[config.mk]
export PLATFORM = sky130hd
export DESIGN_NAME = adc_result_regs
export DESIGN_NICKNAME = d
export VERILOG_FILES = /design/src/common/adc_regs_pkg.sv /design/src/common/irq_vec_if.sv /design/src/rtl/adc_result_regs.sv /design/src/rtl/irq_vec_enc.sv
export SDC_FILE = /design/constraint.sdc
export NUM_CORES = 1
export LEC_CHECK = 0
export BUFFER_PORTS_ARGS = -buffer_cell sky130_fd_sc_hd__buf_2
export CAP_MARGIN = 10
export CORE_ASPECT_RATIO = 1.5
export CORE_MARGIN = 3
export CORE_UTILIZATION = 40
export DETAILED_ROUTE_END_ITERATION = 16
export GPL_TIMING_DRIVEN = 0
export SYNTH_ARGS = -nofsm -noshare
export SYNTH_HDL_FRONTEND = slang
export SYNTH_SLANG_ARGS = --single-unit
[constraint.sdc]
create_clock -name I_SYS_CLK -period 2.7 [get_ports I_SYS_CLK]
set_clock_uncertainty 0.2 [all_clocks]
set_input_delay 0.405 -clock I_SYS_CLK [delete_from_list [all_inputs] [get_ports I_SYS_CLK]]
set_output_delay 0.405 -clock I_SYS_CLK [all_outputs]
set_load 0.005 [all_outputs]
[src/common/adc_regs_pkg.sv]
// Constants and types of the converter result and interrupt register block
//
// Functional notes
// - Result right-aligned, bits 15-12 read zero
// - Software write overwrites stored conversion result
// - Control byte writable only while conversions disabled
// - Control bit 7 marks last conversion
// - Control bits 6-4 select reference pair
// - Control bits 3-0 select input channel
// - Sixteen enable bits gate result flags
// - Result load sets matching flag
// - Memory access clears flag; software writes flags
// - Vector reports highest pending source, even code
// - Result overflow gated by bit 3, global
// - Time overflow gated by bit 2, global
package adc_regs_pkg;
  localparam int unsigned NUM_MEM = 16;
  localparam int unsigned RES_W   = 12;
  localparam int unsigned NUM_SRC = NUM_MEM + 2;
  localparam int unsigned VEC_W   = 5;

  // Byte offsets; memory and control byte x sit at base + 4x
  localparam logic [7:0] OFS_MEM  = 8'h00;
  localparam logic [7:0] OFS_MCTL = 8'h40;
  localparam logic [7:0] OFS_IE   = 8'h80;
  localparam logic [7:0] OFS_IFG  = 8'h84;
  localparam logic [7:0] OFS_IV   = 8'h88;
  localparam logic [7:0] OFS_CTRL = 8'h8c;
  localparam logic [7:0] OFS_STAT = 8'h90;
  localparam logic [7:0] OFS_CLR  = 8'h94;

  // Main control bits; status and clear share the overflow positions
  localparam int unsigned CTL_ENC_BIT   = 1;
  localparam int unsigned CTL_TOVIE_BIT = 2;
  localparam int unsigned CTL_OVIE_BIT  = 3;

  // Control byte fields
  localparam int unsigned MCTL_LAST_BIT = 7;
  localparam int unsigned MCTL_NEG_BIT  = 6;
  localparam int unsigned MCTL_REF_LSB  = 4;
  localparam int unsigned MCTL_REF_W    = 3;
  localparam int unsigned MCTL_CHAN_W   = 4;

  // Pending vector source positions; memory x sits at SRC_MEM0 + x
  localparam int unsigned SRC_OVF  = 0;
  localparam int unsigned SRC_TOV  = 1;
  localparam int unsigned SRC_MEM0 = 2;

  // Reset values
  localparam logic [7:0]  MCTL_RST = 8'h00;
  localparam logic [11:0] MEM_RST  = 12'h000;
  localparam logic [15:0] IE_RST   = 16'h0000;
  localparam logic [15:0] IFG_RST  = 16'h0000;
  localparam logic [4:0]  VEC_NONE = 5'h00;

  typedef logic [7:0] mctl_t;
  typedef logic [RES_W-1:0] result_t;
endpackage

[src/common/irq_vec_if.sv]
// Pending sources and encoded vector between register file and encoder
`timescale 1ns/100ps
`default_nettype none
interface irq_vec_if;
  import adc_regs_pkg::*;
  logic [NUM_SRC-1:0] pend;
  logic [VEC_W-1:0]   code;
  modport enc (input pend, output code);
  modport user (output pend, input code);
endinterface
`default_nettype wire

[src/rtl/adc_result_regs.sv]
// Result memories, control bytes and interrupt logic behind an APB slave
//
// The address map and the APB register port are this design's own decisions.
`timescale 1ns/100ps
`default_nettype none
module adc_result_regs
  import adc_regs_pkg::*;
(
  input  wire logic                   I_SYS_CLK,
  input  wire logic                   I_RSTN,
  input  wire logic                   I_PSEL,
  input  wire logic                   I_PENABLE,
  input  wire logic                   I_PWRITE,
  input  wire logic [7:0]             I_PADDR,
  input  wire logic [31:0]            I_PWDATA,
  output logic      [31:0]            O_PRDATA,
  output logic                        O_PREADY,
  output logic                        O_PSLVERR,
  input  wire logic                   I_CONV_VALID,
  input  wire logic [3:0]             I_CONV_IDX,
  input  wire logic [RES_W-1:0]       I_CONV_DATA,
  input  wire logic                   I_TOV_EVENT,
  input  wire logic                   I_GIE,
  input  wire logic [3:0]             I_SEQ_IDX,
  output logic                        O_ENC,
  output logic                        O_SEQ_LAST,
  output logic      [MCTL_REF_W-1:0]  O_SEQ_REF,
  output logic      [MCTL_CHAN_W-1:0] O_SEQ_CHAN,
  output logic                        O_IRQ
);
  ////////////////////////////////////////////////////////////////////////
  // Storage
  result_t          mem_reg [NUM_MEM];
  mctl_t            mctl_reg [NUM_MEM];
  logic [15:0]      ie_reg;
  logic [15:0]      ifg_reg;
  logic [15:0]      ifg_next;
  logic             enc_reg;
  logic             tovie_reg;
  logic             ovie_reg;
  logic [3:2]       stat_reg;
  logic [3:2]       stat_next;
  logic [31:0]      prdata_reg;
  mctl_t            seq_reg;
  logic [31:0]      rd_word;

  irq_vec_if vif ();

  irq_vec_enc u_enc (
    .vif (vif.enc)
  );

  ////////////////////////////////////////////////////////////////////////
  // APB decode
  function automatic logic hit(input logic [7:0] a, input logic [7:0] o);
    return a == o;
  endfunction

  wire        setup_ph = I_PSEL & ~I_PENABLE;
  wire        acc_ph   = I_PSEL & I_PENABLE;
  wire        wr_acc   = acc_ph & I_PWRITE;
  wire [3:0]  idx      = I_PADDR[5:2];
  wire        aligned  = I_PADDR[1:0] == 2'b00;
  wire        is_mem   = aligned & (I_PADDR[7:6] == OFS_MEM[7:6]);
  wire        is_mctl  = aligned & (I_PADDR[7:6] == OFS_MCTL[7:6]);
  wire        is_ie    = hit(I_PADDR, OFS_IE);
  wire        is_ifg   = hit(I_PADDR, OFS_IFG);
  wire        is_iv    = hit(I_PADDR, OFS_IV);
  wire        is_ctrl  = hit(I_PADDR, OFS_CTRL);
  wire        is_stat  = hit(I_PADDR, OFS_STAT);
  wire        is_clr   = hit(I_PADDR, OFS_CLR);
  wire        mapped   = is_mem | is_mctl | is_ie | is_ifg | is_iv |
                         is_ctrl | is_stat | is_clr;
  wire [15:0] idx_dec  = 16'h0001 << idx;
  wire [15:0] conv_dec = I_CONV_VALID ? (16'h0001 << I_CONV_IDX) : 16'h0000;
  // Read or write of a result memory counts as an access
  wire [15:0] mem_touch = (acc_ph & is_mem) ? idx_dec : 16'h0000;
  wire [15:0] mem_wr    = (wr_acc & is_mem) ? idx_dec : 16'h0000;
  // Locked while conversions run so a live sequence never changes
  wire        mctl_wr   = wr_acc & is_mctl & ~enc_reg;

  // Zero-wait slave; data was captured in the setup cycle
  assign O_PREADY  = 1'b1;
  assign O_PSLVERR = acc_ph & ~mapped;
  assign O_PRDATA  = prdata_reg;

  ////////////////////////////////////////////////////////////////////////
  // Read multiplexer; write-only clear and unmapped words read zero
  always_comb begin
    rd_word = 32'h0000_0000;
    if (is_mem) begin
      rd_word = {20'h00000, mem_reg[idx]};
    end else if (is_mctl) begin
      rd_word = {24'h000000, mctl_reg[idx]};
    end else if (is_ie) begin
      rd_word = {16'h0000, ie_reg};
    end else if (is_ifg) begin
      rd_word = {16'h0000, ifg_reg};
    end else if (is_iv) begin
      rd_word = {26'h0000000, vif.code, 1'b0};
    end else if (is_ctrl) begin
      rd_word = {28'h0000000, ovie_reg, tovie_reg, enc_reg, 1'b0};
    end else if (is_stat) begin
      rd_word = {28'h0000000, stat_reg, 2'b00};
    end
  end

  always_ff @(posedge I_SYS_CLK) begin
    if (!I_RSTN) begin
      prdata_reg <= 32'h0000_0000;
    end else if (setup_ph) begin
      prdata_reg <= rd_word;
    end
  end

  ////////////////////////////////////////////////////////////////////////
  // Result memories and control bytes; a core load beats a software write
  for (genvar g = 0; g < NUM_MEM; g++) begin : g_mem
    always_ff @(posedge I_SYS_CLK) begin
      if (!I_RSTN) begin
        mem_reg[g] <= MEM_RST;
      end else if (conv_dec[g]) begin
        mem_reg[g] <= I_CONV_DATA;
      end else if (mem_wr[g]) begin
        mem_reg[g] <= I_PWDATA[RES_W-1:0];
      end
    end

    always_ff @(posedge I_SYS_CLK) begin
      if (!I_RSTN) begin
        mctl_reg[g] <= MCTL_RST;
      end else if (mctl_wr && idx_dec[g]) begin
        mctl_reg[g] <= I_PWDATA[7:0];
      end
    end
  end

  ////////////////////////////////////////////////////////////////////////
  // Control and enable registers
  always_ff @(posedge I_SYS_CLK) begin
    if (!I_RSTN) begin
      ie_reg    <= IE_RST;
      enc_reg   <= 1'b0;
      tovie_reg <= 1'b0;
      ovie_reg  <= 1'b0;
    end else if (wr_acc) begin
      if (is_ie) begin
        ie_reg <= I_PWDATA[15:0];
      end
      if (is_ctrl) begin
        enc_reg   <= I_PWDATA[CTL_ENC_BIT];
        tovie_reg <= I_PWDATA[CTL_TOVIE_BIT];
        ovie_reg  <= I_PWDATA[CTL_OVIE_BIT];
      end
    end
  end

  ////////////////////////////////////////////////////////////////////////
  // Flags: a load in the same cycle as a clear or write keeps the flag set
  // A load onto a still-set flag means the old result was never read
  wire [15:0] lost = conv_dec & ifg_reg;

  always_comb begin
    ifg_next = is_ifg & wr_acc ? I_PWDATA[15:0]
                               : ifg_reg & ~mem_touch;
    ifg_next = ifg_next | conv_dec;
    stat_next = stat_reg;
    if (wr_acc && is_clr) begin
      stat_next = stat_reg & ~I_PWDATA[3:2];
    end
    stat_next[CTL_OVIE_BIT]  = stat_next[CTL_OVIE_BIT] | (|lost);
    stat_next[CTL_TOVIE_BIT] = stat_next[CTL_TOVIE_BIT] | I_TOV_EVENT;
  end

  always_ff @(posedge I_SYS_CLK) begin
    if (!I_RSTN) begin
      ifg_reg  <= IFG_RST;
      stat_reg <= 2'b00;
    end else begin
      ifg_reg  <= ifg_next;
      stat_reg <= stat_next;
    end
  end

  ////////////////////////////////////////////////////////////////////////
  // Interrupt sources and request
  wire ovf_src = stat_reg[CTL_OVIE_BIT] & ovie_reg & I_GIE;
  wire tov_src = stat_reg[CTL_TOVIE_BIT] & tovie_reg & I_GIE;

  assign vif.pend = {ifg_reg & ie_reg, tov_src, ovf_src};
  assign O_IRQ    = |vif.pend;

  ////////////////////////////////////////////////////////////////////////
  // Control byte of the slot the core is working on, one cycle later
  always_ff @(posedge I_SYS_CLK) begin
    if (!I_RSTN) begin
      seq_reg <= MCTL_RST;
    end else begin
      seq_reg <= mctl_reg[I_SEQ_IDX];
    end
  end

  assign O_ENC      = enc_reg;
  assign O_SEQ_LAST = seq_reg[MCTL_LAST_BIT];
  // Codes with bit 6 set take the negative reference, not ground
  assign O_SEQ_REF  = seq_reg[MCTL_REF_LSB +: MCTL_REF_W];
  assign O_SEQ_CHAN = seq_reg[MCTL_CHAN_W-1:0];

  wire [7:0] mctl_idx = mctl_reg[idx];
  wire [7:0] mctl_seq = mctl_reg[I_SEQ_IDX];
  wire       conv_hit = |(conv_dec & idx_dec);
endmodule
`default_nettype wire

[src/rtl/irq_vec_enc.sv]
// Priority encoder for the interrupt vector
`timescale 1ns/100ps
`default_nettype none
module irq_vec_enc
  import adc_regs_pkg::*;
(
  irq_vec_if.enc vif
);
  // Lowest set position wins; code is position plus one, zero if none
  function automatic logic [VEC_W-1:0] first_set(
    input logic [NUM_SRC-1:0] p
  );
    logic [VEC_W-1:0] c;
    c = VEC_NONE;
    for (int i = NUM_SRC - 1; i >= 0; i--) begin
      if (p[i]) begin
        c = VEC_W'(i + 1);
      end
    end
    return c;
  endfunction

  assign vif.code = first_set(vif.pend);
endmodule
`default_nettype wire

==> results.cfg <==
[place]
post_dp_cell_area_sq_um = 21300
place.detailed.hpwl_um = 58900
gp_congestion = 1.07
io_buffers = 53

[layout]
drive_above_1_share_pct = 24.9
largest_reg_flops = 192
fillers = 4364
design_area_sq_um = 23300
area_delta_synth_final_pct = 17.4
diodes = 0
fin_nets = 1739

[setup_path]
critPathSlowestCell = a211oi_2
worst-r2r-setup-slack_ns = 0.26
crit_path_start_kind = primary input
r2r_cells = 6
setup.worst_path.class = in2out
r2r_start = mem_reg[2][5]$_DFFE_PP_
max_stage_delay_ns = 0.35
path_cells = clkbuf_4 -> clkbuf_8 -> buf_6 -> buf_6 -> a21oi_1 -> a211oi_2 -> buf_2
crit_required_ns = 2.10
worstReg2RegEnd = O_PRDATA[5]$_SDFFE_PN0P_
crit_top_cell = buf_6
arrival_ns = 2.11
cp_max_fo = 10
cp-end-kind = output port

[floorplanning]
die_h_um = 279
ioPinCount = 112
design.core.area_sq_um = 48900
rows = 99
dieArea_sq_um = 52500
dieWidth_um = 188
start_util_pct = 40.6

[global_routing]
met1_usage_pct = 32.7
antenna_found_initial = 1
grt_overflow = 0
grtUsageMet3_pct = 4.92
track_usage_pct = 29.8
grt_pass1_vias = 15600
grt_first_pass_wirelength_um = 112000
grt_max_degree = 20
use_met2_pct = 52.0
busiest_layer = met2

[logic_synthesis]
syn_area_per_cell_sq_um = 13.1
netlist_instances = 1518
ys_top_cells_by_area = edfxtp_1 48%, mux4_2 15%, a22o_1 8.6%
ys.flop_type = edfxtp_1
ys_ff_latch = 381
synth.distinct_cells = 56
yosys.area.top_type = edfxtp_1
synth_top_area_share_pct = 48.3
syn_area_sq_um = 19900
seq_area_frac_synth_pct = 54.5
synth_edf_count = 320
async_flop_share_pct = 0
yosysWarnings = 0
synth.most_common_cell = edfxtp_1
ys_top_cells_by_count = 320 x edfxtp_1, 195 x a22o_1, 130 x mux4_2

[cts]
clkLatencyLatePin_ns = 0.57
tritoncts = built
path_clk_slew_ns = 0.06
clkSinkCount = 381
cts-htree-levels = 2
cts-root-buf = clkbuf_16
cts_max_path_buffers = 3
cts_buffers = 40

[power_and_ir_drop]
p_leak_uw = 0.00809
power.density_nw_per_um2 = 606
peakVddDrop_uv = 447

[sta]
max_freq_mhz = 368
period_minus_slack_ns = 2.72
period_share_pct = 101
slew-limit-headroom_pct = 11.0
tns_ns = -0.0190
setup_viol = 1
hold_violations = 0
whs_ns = 0.101
worst_pin_slew_ns = 1.33
setup_slack_ns = -0.0190
slew_violations = 0

[drt]
num_vias = 15400
first_iter_violations = 1691
wl_per_cell_um = 33.8
viasPerCell = 6.55
drt-pass1-iter-count = 5
drt_wl_total_um = 79700
ant_nets = 0
drc_errors = 0

[run_status]
outcome = complete, but fails checks
violations = setup timing

[worst_hold_path]
worstHoldStart = I_PWDATA[5]
hold_path_end = ifg_reg[5]$_SDFF_PN0_
min_path_cells = 3
hold_class = in2reg

[run]
max-cap-violations = 0
==> final cells by class <==
cell class                 instances  area, sq um  area share, %
buffer                           186          998           4.28
clock buffer                      53         1130           4.85
clock inverter                    20          189          0.810
inverter                           1         3.75         0.0161
multi-input combinational        962         8640           37.0
sequential                       381        10800           46.4
tap                              656          821           3.52
timing repair buffer              99          724           3.10
==> cells by family (layout without fill, tap and decap cells) <==
family          count (synthesis)  count (layout)  share of synthesized area [%]
buf+inv                       190             359                           4.22
mux                           155             155                           16.0
compound gates                382             382                           14.4
other cells                     2              17                         0.0378
flops                         381             381                           54.5
simple gates                  408             408                           10.8
==> stage by stage <==
step                      utilization, %  cells  setup slack, ns  power (uW)
after floorplan                        -   1533          -0.0880        7720
after global placement              43.0   2242            -1.74        8390
after detailed placement            43.4   2264            -1.78        8460
after CTS                           47.0   2354           -0.320       14100
after global routing                47.7   2358         -0.00803       14400
final                               47.7   2358          -0.0190       14100
==> per-layer routing <==
metal	wire, um	up-vias
met3	6270	335
met5	11	-
met4	7600	2
met2	39700	983
li1	-	6303
met1	26200	7821
==> how the worst max path moves through the flow <==
stage / startpoint / endpoint / cells after the start
CTS: I_PADDR[7] / mctl_reg[1][7]$_SDFFCE_PN0P_ / 7
floorplan: I_PADDR[7] / mctl_reg[13][0]$_SDFFCE_PN0P_ / 5
global placement: I_PADDR[3] / O_PRDATA[6]$_SDFFE_PN0P_ / 8
detailed placement: I_PADDR[4] / O_PSLVERR / 7
global route: ifg_reg[12]$_SDFF_PN0_ / O_IRQ / 5
finish: I_PADDR[4] / O_PSLVERR / 7
==> timing repair <==
item,CTS,global route
pin swaps,7,8
endpoints found under the hold margin,9,0
buffers inserted,13,6
gates resized for setup,87,82
hold buffers,5,0
setup endpoints to repair,432,344
==> where the power goes <==
part / internal, uW / switching, uW / total [uW]
sequential: 6670 / 132 / 6800
combinational: 616 / 1040 / 1660
clock: 3250 / 2420 / 5670
total: 10500 / 3600 / 14100
==> cells in the final DEF (no fill, tap or decap), drive strengths merged, types with 3 or more instances in the layout <==
| cell type | synthesis | final |
|---|---|---|
| clkdlybuf4s15 | 0 | 3 |
| edfxtp | 320 | 320 |
| nor2 | 82 | 82 |
| nand4 | 3 | 3 |
| a211oi | 8 | 8 |
| a22o | 195 | 195 |
| dfxtp | 61 | 61 |
| buf | 72 | 152 |
| o31ai | 4 | 4 |
| nand2 | 86 | 86 |
| o21ai | 54 | 54 |
| nor4 | 4 | 4 |
| o211ai | 15 | 15 |
| a22oi | 13 | 13 |
| mux2i | 19 | 19 |
| and2 | 95 | 95 |
| clkbuf | 117 | 178 |
| nand3 | 19 | 19 |
| a221oi | 9 | 9 |
| dlygate4sd3 | 0 | 5 |
| and3 | 51 | 51 |
| nand2b | 5 | 5 |
| bufinv | 0 | 3 |
| mux4 | 130 | 130 |
| a32oi | 3 | 3 |
| clkinv | 1 | 16 |
| a21oi | 61 | 61 |
| o221ai | 5 | 5 |
| mux2 | 6 | 6 |
| nor3 | 38 | 38 |
| or3 | 6 | 6 |
| conb | 2 | 17 |
| nor2b | 9 | 9 |
==> critical path, delay by kind of cell <==
family	cells	cell delay [ns]
AO/OA/AOI/OAI	2	0.47
buffers and inverters	5	1.21
Power figures use the tool's default switching activity.
